**src/bcp_pkg.sv**
```systemverilog
// Constants for the bus control pull-up configuration block
package bcp_pkg;
  // ==========================================================
  // Register map and layout
  localparam logic [11:0] BCP_OFS_BUS_CONTROL_ONE = 12'h000;
  localparam logic [11:0] BCP_OFS_MAP_STATUS      = 12'h004;
  localparam int          BCP_REG_WIDTH           = 16;
  localparam logic [15:0] BCP_BCR_RESET           = 16'h0000;
  localparam logic [15:0] BCP_BCR_WMASK           = 16'hf7ff;
  localparam int          BCP_BIT_ADDR_PULL       = 15;
  localparam int          BCP_BIT_DATA_PULL       = 14;
  localparam int          BCP_BIT_ENDIAN          = 11;
  // Number of controller registers plus mode register
  localparam logic [7:0]  BCP_NUM_REGS            = 8'h0b;
  localparam logic [7:0]  BCP_NUM_MODE_REGS       = 8'h01;
  // ==========================================================
  // Pin widths and timing
  localparam int          BCP_ADDR_PINS           = 26;
  localparam int          BCP_DATA_PINS           = 32;
  localparam int          BCP_PULL_CYCLES         = 4;
  localparam logic [2:0]  BCP_PULL_COUNT          = 3'h4;
endpackage : bcp_pkg

```
**src/bcp_bus_control.sv**
```systemverilog
// Bus control register one with address and data pull-up control
//
// Register access over APB and the address map were decided locally.
`timescale 1ns/1ns
module bcp_bus_control
  import bcp_pkg::*;
(
  input  wire logic        clock,
  input  wire logic        sys_rst,       // Power-on reset
  input  wire logic        manualRst,     // Manual reset, register kept
  input  wire logic        standby,       // Standby, register kept
  input  wire logic        endianPin,     // Endian strap pin
  input  wire logic        busReleaseAck, // Acknowledge, active high
  input  wire logic        dataBusBusy,   // Data bus in use
  input  wire logic        psel,
  input  wire logic        penable,
  input  wire logic        pwrite,
  input  wire logic [11:0] paddr,
  input  wire logic [31:0] pwdata,
  output logic      [31:0] prdata,
  output logic             pready,
  output logic             pslverr,
  output logic      [25:0] addrPullEn,   // Address pin pull-up enables
  output logic      [31:0] dataPullEn    // Data pin pull-up enables
);
  // ==========================================================
  // Input synchronisers
  logic [1:0] ackSync;    // Acknowledge pin synchroniser
  logic [1:0] busySync;   // Data bus busy synchroniser
  logic [1:0] endSync;    // Endian strap synchroniser
  logic [1:0] manSync;    // Manual reset synchroniser
  logic [1:0] stbySync;   // Standby synchroniser
  logic       ackPrev;    // Previous synchronised acknowledge
  logic       endianFlag; // Caught endian level
  logic       strapDone;  // Strap captured after reset release

  // Two flops per pin, second stage is the only reader
  always_ff @(posedge clock) begin
    if (sys_rst) begin
      ackSync  <= 2'h0;
      busySync <= 2'h0;
      manSync  <= 2'h0;
      stbySync <= 2'h0;
    end else begin
      ackSync  <= {ackSync[0], busReleaseAck};
      busySync <= {busySync[0], dataBusBusy};
      manSync  <= {manSync[0], manualRst};
      stbySync <= {stbySync[0], standby};
    end
  end

  // Strap flops run through reset so the level is ready at release
  always_ff @(posedge clock) begin
    endSync <= {endSync[0], endianPin};
  end

  // Endian strap caught once after power-on release
  always_ff @(posedge clock) begin
    if (sys_rst) begin
      strapDone  <= 1'b0;
      endianFlag <= 1'b0;
    end else if (!strapDone) begin
      strapDone  <= 1'b1;
      endianFlag <= endSync[1];
    end
  end

  // ==========================================================
  // Register file
  logic [15:0] busControlOne; // Stored writable bits
  logic [15:0] bcrView;       // Readback with endian flag

  wire setupOk   = psel && !penable;
  wire accessOk  = psel && penable && pready;
  wire hitBcr    = (paddr == BCP_OFS_BUS_CONTROL_ONE);
  wire hitMap    = (paddr == BCP_OFS_MAP_STATUS);
  wire mapped    = hitBcr || hitMap;
  wire wrBcr     = accessOk && pwrite && hitBcr;

  assign bcrView = (busControlOne & BCP_BCR_WMASK)
                 | ({15'h0000, endianFlag} << BCP_BIT_ENDIAN);

  // Only power-on reset clears; manual reset, standby kept
  always_ff @(posedge clock) begin
    if (sys_rst) begin
      busControlOne <= BCP_BCR_RESET;
    end else if (wrBcr) begin
      busControlOne <= pwdata[15:0] & BCP_BCR_WMASK;
    end
  end

  // APB answer: one wait-free access phase, error on unmapped
  always_ff @(posedge clock) begin
    if (sys_rst) begin
      pready  <= 1'b0;
      pslverr <= 1'b0;
      prdata  <= 32'h0000_0000;
    end else begin
      pready  <= setupOk;
      pslverr <= setupOk && !mapped;
      if (setupOk && !pwrite && hitBcr) begin
        prdata <= {16'h0000, bcrView};
      end else if (setupOk && !pwrite && hitMap) begin
        prdata <= {16'h0000, BCP_NUM_MODE_REGS, BCP_NUM_REGS};
      end else begin
        prdata <= 32'h0000_0000;
      end
    end
  end

  // ==========================================================
  // Pull-up control
  logic pullActive; // Address pull-up window open
  wire  ackRise = ackSync[1] && !ackPrev;

  always_ff @(posedge clock) begin
    if (sys_rst) begin
      ackPrev <= 1'b0;
    end else begin
      ackPrev <= ackSync[1];
    end
  end

  bcp_pull_timer u_timer (
    .clock      (clock),
    .sys_rst    (sys_rst),
    .enable     (busControlOne[BCP_BIT_ADDR_PULL]),
    .ackRise    (ackRise),
    .pullActive (pullActive)
  );

  // Pin pull-up enables, registered; no write-protect pin exists
  // Card write-protect is neither sampled nor acted on
  always_ff @(posedge clock) begin
    if (sys_rst) begin
      addrPullEn <= 26'h0;
      dataPullEn <= 32'h0000_0000;
    end else begin
      addrPullEn <= {BCP_ADDR_PINS{pullActive}};
      dataPullEn <= {BCP_DATA_PINS{busControlOne[BCP_BIT_DATA_PULL]
                     && !busySync[1]}};
    end
  end

  // ==========================================================
  // Checks on the register and the pin enables

  // Power-on reset leaves the register cleared
  reset_clear_a: assert property (
    @(posedge clock)
    sys_rst |=> busControlOne == BCP_BCR_RESET)
    else $error("register not cleared by power-on reset");

  // Manual reset and standby leave the stored bits alone
  keep_manual_a: assert property (
    @(posedge clock) disable iff (sys_rst)
    (manSync[1] || stbySync[1]) && !wrBcr |=> $stable(busControlOne))
    else $error("register changed on manual reset");

  // Data pull-up off one cycle after the bit reads clear
  data_pull_a: assert property (
    @(posedge clock) disable iff (sys_rst)
    !busControlOne[BCP_BIT_DATA_PULL] |=> dataPullEn == 32'h0)
    else $error("data pull-up while disabled");

  // Data pins released while the bus carries traffic
  data_busy_a: assert property (
    @(posedge clock) disable iff (sys_rst)
    busySync[1] |=> dataPullEn == 32'h0)
    else $error("data pull-up while bus busy");

  // Data pins pulled up when enabled and idle
  data_idle_a: assert property (
    @(posedge clock) disable iff (sys_rst)
    busControlOne[BCP_BIT_DATA_PULL] && !busySync[1]
      |=> dataPullEn == {BCP_DATA_PINS{1'b1}})
    else $error("data pull-up missing while idle");

  // Address enables follow an open window one cycle late
  addr_on_a: assert property (
    @(posedge clock) disable iff (sys_rst)
    pullActive |=> addrPullEn == {BCP_ADDR_PINS{1'b1}})
    else $error("address pull-up missing in window");

  // Address enables low outside the window
  addr_off_a: assert property (
    @(posedge clock) disable iff (sys_rst)
    !pullActive |=> addrPullEn == 26'h0)
    else $error("address pull-up outside window");

  // Access phase answered in the cycle right after setup
  apb_ready_a: assert property (
    @(posedge clock) disable iff (sys_rst)
    setupOk |=> pready)
    else $error("no single-cycle answer");

  // No answer without a setup phase before it
  apb_idle_a: assert property (
    @(posedge clock) disable iff (sys_rst)
    !setupOk |=> !pready)
    else $error("answer without setup phase");

  // Unmapped address answered with an error and zero data
  unmapped_err_a: assert property (
    @(posedge clock) disable iff (sys_rst)
    setupOk && !mapped |=> pslverr && prdata == 32'h0000_0000)
    else $error("unmapped access not refused");

  // Write lands in the stored bits
  reg_write_a: assert property (
    @(posedge clock) disable iff (sys_rst)
    wrBcr |=> busControlOne == (16'($past(pwdata)) & BCP_BCR_WMASK))
    else $error("write not stored");

  // Writes elsewhere leave the register alone
  other_write_a: assert property (
    @(posedge clock) disable iff (sys_rst)
    accessOk && pwrite && !hitBcr |=> $stable(busControlOne))
    else $error("register changed by a write elsewhere");
endmodule : bcp_bus_control

```
**src/bcp_pull_timer.sv**
```systemverilog
// Address pull-up interval timer started by bus-release acknowledge
`timescale 1ns/1ns
module bcp_pull_timer
  import bcp_pkg::*;
(
  input  wire logic clock,
  input  wire logic sys_rst,
  input  wire logic enable,
  input  wire logic ackRise,
  output logic      pullActive
);
  // ==========================================================
  // Cycle counter
  logic [2:0] count;      // Remaining pull-up cycles
  logic [2:0] next_count; // Next counter value
  logic       loadNow;    // Window start: edge seen while enabled

  assign loadNow    = ackRise && enable;
  assign next_count = loadNow ? BCP_PULL_COUNT :
                      (count != 3'h0) ? count - 3'h1 : 3'h0;
  assign pullActive = (count != 3'h0);

  // Counter register, loads on acknowledge edge
  always_ff @(posedge clock) begin
    if (sys_rst) begin
      count <= 3'h0;
    end else begin
      count <= next_count;
    end
  end

  // Window stays open four cycles after the start
  pull_len_a: assert property (
    @(posedge clock) disable iff (sys_rst)
    loadNow |=> pullActive [*4])
    else $error("address pull-up interval too short");

  // Window closes after its last cycle unless restarted
  pull_end_a: assert property (
    @(posedge clock) disable iff (sys_rst)
    (count == 3'h1) && !loadNow |=> !pullActive)
    else $error("address pull-up interval too long");
endmodule : bcp_pull_timer

```
**config.mk**
```make
export PLATFORM = sky130hd
export DESIGN_NAME = bcp_bus_control
export DESIGN_NICKNAME = d
export VERILOG_FILES = /design/src/bcp_pkg.sv /design/src/bcp_bus_control.sv /design/src/bcp_pull_timer.sv
export SDC_FILE = /design/constraint.sdc
export NUM_CORES = 1
export LEC_CHECK = 0
export BUFFER_PORTS_ARGS = -buffer_cell sky130_fd_sc_hd__clkbuf_2
export CAP_MARGIN = 25
export CORE_ASPECT_RATIO = 0.5
export CORE_MARGIN = 2
export CORE_UTILIZATION = 37
export DETAILED_ROUTE_END_ITERATION = 12
export PLACE_DENSITY = 0.84
export RECOVER_POWER = 50
export REMOVE_ABC_BUFFERS = 1
export SYNTH_ARGS = -nofsm -noshare
export SYNTH_HDL_FRONTEND = slang
export SYNTH_HIERARCHICAL = 1
export SYNTH_SLANG_ARGS = --single-unit
```
**constraint.sdc**
```tcl
create_clock -name clock -period 1.7 [get_ports clock]
set_input_delay 0.085 -clock clock [delete_from_list [all_inputs] [get_ports clock]]
set_output_delay 0.085 -clock clock [all_outputs]
set_load 0.05 [all_outputs]
```
==> results.sh, run 1 <==
export IMPL_placedCellCount=354
export IMPL_seq_power_share_pct=39.6
export IMPL_drc=0
export IMPL_cp_max_fo=12
export IMPL_pin_count=146
export IMPL_die_h_um=57.79
export IMPL_final_util_pct=45.99
export IMPL_worst_slew_pin_slew_ns=0.8046
export IMPL_dpl_cell_area_sq_um=2333
export IMPL_skew_ns=0.005249
export IMPL_grt_first_pass_wirelength_mm=5.244
export IMPL_grt_pass1_vias=1208
export IMPL_endpoint_kind="flop"
export IMPL_cts_sinks=47
export IMPL_instances_no_fill=364
export IMPL_synth_area_leader_cell="dfxtp_1"
export IMPL_cts_max_level=2
export IMPL_ys_flop_type="dfxtp_1"
export IMPL_setup_tns_ns=0
export IMPL_synth_edf_count=0
export IMPL_yosysTopAreaCellShare_pct=43.95
export IMPL_layout_setup_ws_ns=0.07182
export IMPL_power_switching_mw=0.7860
export IMPL_cts_buffer_depth=2
export IMPL_rsz0062_at_grt="no"
export IMPL_ant_nets=0
export IMPL_ys_ff_latch=47
export IMPL_timing_rr_start="u_timer/count[0]$_SDFF_PP0_"
export IMPL_hold_path_depth=2
export IMPL_layout_min_cycle_time_ns=1.628
export IMPL_min_to="ackSync[0]$_SDFF_PP0_"
export IMPL_synthArstFlopShare_pct=0
export IMPL_post_cts_buffers=0
export IMPL_syn_area_sq_um=2141
export IMPL_p_sw_share_pct=27.61
export IMPL_drive_above_1_share_pct=44.67
export IMPL_hold_class="input port to flop"
export IMPL_crit_required_ns=1.92
export IMPL_p_comb_share_pct=17.0
export IMPL_num_antenna_cells=0
export IMPL_regToRegSetupSlack_ns=0.50
export IMPL_port_buffers=110
export IMPL_nets=347
export IMPL_place_ws_ns=0.1369
export IMPL_final_hold_viol_count=0
export IMPL_drv_cap=0
export IMPL_p_int_mw=2.061
export IMPL_design_area_sq_um=2547
export IMPL_core_sq_um=5539
export IMPL_gp_congestion=0.7403
export IMPL_row_count=19
export IMPL_routed_via_density=4.014
export IMPL_pwr_density_cell_nw_per_um2=1118
export IMPL_outcome="complete, no violations"
export IMPL_first_pass_iters=3
export IMPL_leakage_nw=1.297
export IMPL_p_clk_share_pct=43.4
export IMPL_cts_clk_slew_worst_paths_ns=0.06
export IMPL_finalCritPeriodShare_pct=95.78
export IMPL_synthCells=227
export IMPL_clkLatencyLatePin_ns=0.28
export IMPL_yosysMostFrequentCell="buf_4"
export IMPL_peakVddDrop_v=0.0004659
export IMPL_cts_tree="yes"
export IMPL_grt_usage_pct=10.22
export IMPL_grt_start_max_net_pins=33
export IMPL_path_class="input port to flop"
export IMPL_dieArea_sq_um=6447
export IMPL_ys_warn_count=6
export IMPL_arrival_ns=1.85
export IMPL_slew_headroom_pct=46.36
export IMPL_grt_overflow=0
export IMPL_synthTopCellsByCount="72 x buf_4, 47 x dfxtp_1, 30 x nand2_1, 16 x mux2i_1, 13 x nor2_1"
export IMPL_cp_start_kind="input port"
export IMPL_routed_wl_mm=3.468
export IMPL_yosysUniqueCellTypes=23
export IMPL_wl_per_cell_um=9.527
export IMPL_hp_start="busReleaseAck"
export IMPL_fmax_mhz=614.2
export IMPL_holdWs_ns=0.01667
export IMPL_total_power_mw=2.847
export IMPL_ff2ff_path_depth=5
export IMPL_drv_slew=0
export IMPL_initial_core_util_pct=38.65
export IMPL_antenna_found_initial=0
export IMPL_dp_hpwl_mm=2.532
export IMPL_area_growth_pct=18.99
export IMPL_cts_root_buf="clkbuf_16"
export IMPL_drt_iter0_markers=34
export IMPL_setup_violations=0
export IMPL_synthTopCellsByArea="dfxtp_1 44%, buf_4 25%, mux2i_1 7.5%"
export IMPL_r2r_end="u_timer/count[1]$_SDFF_PP0_"
export IMPL_vias=1461
export IMPL_syn_area_per_cell_sq_um=9.431
export IMPL_die_width_um=111.6
export IMPL_cts_made_buffers=5
export IMPL_seq_area_frac_synth_pct=43.95
## cells by family (layout without fill, tap and decap cells)
family | Yosys count | after routing | synth area share, %
other | 1 | 16 | 0.1752
and+or+nand+nor | 74 | 74 | 18.29
DFF | 47 | 47 | 43.95
AOI/OAI and AO/OA | 2 | 2 | 0.6427
buffers and inverters | 84 | 133 | 27.70
muxes | 16 | 16 | 7.481
adders and majority gates | 3 | 3 | 1.754
## critical path: stages
cell	delay, ns
dlygate4sd3_1	0.53
clkbuf_2	0.13
or4b_4	0.54
nor4_1	0.20
buf_4	0.24
and2_1	0.14
## power groups by stage
| stage | Combinational (mW) | Sequential (mW) | Clock [mW] |
|---|---|---|---|
| floorplan | 0.126 | 1.38 | 0 |
| global placement | 0.477 | 1.15 | 0 |
| detailed placement | 0.483 | 1.15 | 0 |
| CTS | 0.488 | 1.13 | 1.25 |
| global route | 0.509 | 1.13 | 1.30 |
| finish | 0.484 | 1.13 | 1.24 |
## area by class of cell
class	count	area (sq um)
clock buffers	5	125.1
clock inverters	3	67.56
fillers	518	2992
inverters	6	22.52
multi-input cells	111	673.1
flip-flops and latches	47	940.9
well taps	73	91.34
repair buffers	119	626.9
## cells in the final DEF, fill, tap and decap left out, drive strengths merged
cell         count
a211o            1
a21oi            1
and2            12
buf              5
bufinv           2
clkbuf         117
clkinvlp         1
conb            16
dfxtp           47
dlygate4sd3      2
ha               3
inv              6
mux2i           16
nand2           30
nand4            1
nor2            13
nor2b            8
nor3             1
nor3b            1
nor4             2
or3              1
or4              4
or4b             1
## what timing repair did
| item | 4_1_cts | 5_1_grt |
|---|---|---|
| hold endpoints to repair | 2 | 0 |
| resized for setup | 0 | 3 |
| hold buffers | 2 | 0 |
| setup endpoints to repair | 0 | 5 |
## metal layers
| layer | vias up | GRT usage (%) | part of all wire, % |
|---|---|---|---|
| li1 | 747 | - | - |
| met1 | 648 | 10.28 | 40 |
| met2 | 60 | 20.56 | 52 |
| met3 | 6 | 1.778 | 5.7 |
| met4 | 0 | 5.820 | 2.4 |
| met5 | - | 0 | 0 |
## registers in the layout, indices dropped and copies added, names as in the netlist
signal,cells
ackPrev,1
ackSync,2
addrPullEn,1
busControlOne,15
busySync,2
dataPullEn,1
endSync,2
endianFlag,1
prdata,16
pready,1
pslverr,1
strapDone,1
u_timer/count,3
## worst max path at each step
stage | from | to | slack (ns) | cells past startpoint
global placement | paddr[1] | busControlOne[2]$_SDFFE_PP0P_ | 0.18 | 5
global route | penable | prdata[8]$_SDFF_PP0_ | 0.007 | 5
detailed placement | paddr[1] | busControlOne[5]$_SDFFE_PP0P_ | 0.14 | 5
floorplan | dataPullEn[0]$_SDFF_PP0_ | dataPullEn[0] | -8.96 | 0
finish | penable | prdata[6]$_SDFF_PP0_ | 0.07 | 6
CTS | penable | prdata[8]$_SDFF_PP0_ | 0.02 | 5
Note: power is estimated with default switching activity, not from simulation.
==> run 2: changes to the inputs <==
CORE_UTILIZATION = 39   (was 37)
CTS_BUF_LIST = sky130_fd_sc_hd__clkbuf_8   (was not set)
CTS_CLUSTER_DIAMETER = 50   (was not set)
PLACE_DENSITY = 0.87   (was 0.84)
==> run 2 against run 1 <==
  * Non-clock buffer count unchanged
  * Final cell count decreased by 0.82%
  * Critical path depth decreased by 1
  * Sequential power about the same
  * Combinational power decreased by 3%
  * Largest cell class unchanged
==> results.sh, run 2 (synthesized netlist as in run 1, its figures left out) <==
export IMPL_p_comb_share_pct=20.9
export IMPL_total_power_mw=2.248
export IMPL_instances_no_fill=361
export IMPL_worst_slew_pin_slew_ns=0.7836
export IMPL_row_count=18
export IMPL_cts_buffer_depth=2
export IMPL_leakage_nw=1.149
export IMPL_post_cts_buffers=0
export IMPL_seq_power_share_pct=50.3
export IMPL_grt_pass1_vias=1156
export IMPL_outcome="complete, no violations"
export IMPL_port_buffers=110
export IMPL_antenna_found_initial=0
export IMPL_cts_clk_slew_worst_paths_ns=0.08
export IMPL_cp_start_kind="input port"
export IMPL_final_hold_viol_count=0
export IMPL_layout_min_cycle_time_ns=1.666
export IMPL_cts_root_buf="clkbuf_8"
export IMPL_vias=1462
export IMPL_slew_headroom_pct=47.76
export IMPL_fmax_mhz=600.1
export IMPL_pin_count=146
export IMPL_finalCritPeriodShare_pct=98.02
export IMPL_top_register="prdata"
export IMPL_final_util_pct=46.67
export IMPL_drive_above_1_share_pct=34.36
export IMPL_area_growth_pct=11.46
export IMPL_arrival_ns=1.90
export IMPL_initial_core_util_pct=41.87
export IMPL_grt_overflow=0
export IMPL_cp_max_fo=4
export IMPL_skew_ns=0.006646
export IMPL_gp_congestion=0.7839
export IMPL_cts_sinks=47
export IMPL_dp_hpwl_mm=2.655
export IMPL_largestRegisters="prdata (16), busControlOne (15), u_timer/count (3)"
export IMPL_drt_iter0_markers=33
export IMPL_wl_per_cell_um=9.645
export IMPL_cts_tree="yes"
export IMPL_path_class="input port to flop"
export IMPL_die_h_um=56.39
export IMPL_largest_register_ffs=16
export IMPL_num_antenna_cells=0
export IMPL_cts_max_level=2
export IMPL_dieArea_sq_um=6134
export IMPL_peakVddDrop_v=0.0003415
export IMPL_nets=347
export IMPL_ant_nets=0
export IMPL_layout_common_cells="80 x clkbuf_2, 47 x dfxtp_1, 33 x clkbuf_1, 30 x nand2_1"
export IMPL_final_common_cell="clkbuf_2"
export IMPL_hold_class="input port to flop"
export IMPL_p_sw_share_pct=33.25
export IMPL_die_width_um=108.8
export IMPL_placedCellCount=351
export IMPL_core_sq_um=5112
export IMPL_grt_usage_pct=10.95
export IMPL_drc=0
export IMPL_setup_violations=0
export IMPL_crit_required_ns=1.93
export IMPL_grt_first_pass_wirelength_mm=5.168
export IMPL_grt_start_max_net_pins=33
export IMPL_endpoint_kind="flop"
export IMPL_pwr_density_cell_nw_per_um2=942.2
export IMPL_power_switching_mw=0.7474
export IMPL_routed_wl_mm=3.482
export IMPL_routed_via_density=4.050
export IMPL_p_clk_share_pct=28.8
export IMPL_clkLatencyLatePin_ns=0.29
export IMPL_drv_slew=0
export IMPL_p_int_mw=1.501
export IMPL_drv_cap=0
export IMPL_cts_made_buffers=5
export IMPL_first_pass_iters=4
export IMPL_rsz0062_at_grt="no"
==> run 2: cell count changes in the layout (fill, tap and decap cells not counted), sizes merged <==
cell      before  now
bufinv         2    0
clkbuf       117  118
buf            5    4
clkinvlp       1    0
clkinv         0    2
inv            6    7
==> run 2: timing repair <==
| item | CTS | global route |
|---|---|---|
| endpoints found under the hold margin | 2 | 0 |
| resized for setup | 0 | 3 |
| setup endpoints to repair | 0 | 5 |
| hold buffers | 2 | 0 |
==> run 2: stage by stage <==
step | setup TNS (ns) | cell area (sq um) | hold WS (ns) | setup WS, ns
floorplan | -472.33 | 1627 | 0.1127 | -8.957
global placement | 0 | 2330 | 0.1893 | 0.1783
detailed placement | 0 | 2330 | 0.1899 | 0.1490
CTS | 0 | 2437 | 0.002115 | 0.02116
global route | 0 | 2386 | 0.009342 | 0.01394
finish | 0 | 2386 | 0.007357 | 0.03365
==> run 2: routing by layer <==
metal  global-route usage (%)  part of all wire (%)  vias up
met5                        0                     0        -
met4                    7.326                   2.7        0
met3                    3.368                   7.5        9
met2                    19.46                    51       69
met1                    11.10                    38      638
li1                         -                     -      746
==> run 2: worst paths after layout <==
path                                    startpoint                            end  slack [ns]  depth (start not counted)
worst min-delay path                   dataBusBusy         busySync[0]$_SDFF_PP0_       0.007                          2
worst max register to register   pready$_SDFF_PP0_  busControlOne[7]$_SDFFE_PP0P_        0.28                          4
worst min register to register  endSync[0]$_DFF_P_             endSync[1]$_DFF_P_        0.33                          0
worst max-delay path                       penable           prdata[1]$_SDFF_PP0_        0.03                          5
==> run 2: power by group through the flow <==
stage	logic (mW)	clock network (mW)	registers, mW
after global routing	0.492	0.707	1.13
after detailed placement	0.476	0	1.16
after CTS	0.480	0.662	1.13
final	0.471	0.647	1.13
after global placement	0.471	0	1.16
after floorplan	0.126	0	1.38
==> run 2: final cells by class <==
type,instances,area [sq um]
Fill cell,471,2726
Tap cell,70,87.58
Clock inverter,3,18.77
Sequential cell,47,940.9
Clock buffer,5,68.82
Multi-Input combinational cell,111,673.1
Timing Repair Buffer,119,574.3
Inverter,6,22.52
==> run 2: critical path, stage by stage <==
cell and delay [ns]:
dlygate4sd3_1 0.54, clkbuf_2 0.13, or4b_4 0.54, or4_4 0.47, nor2_2 0.13
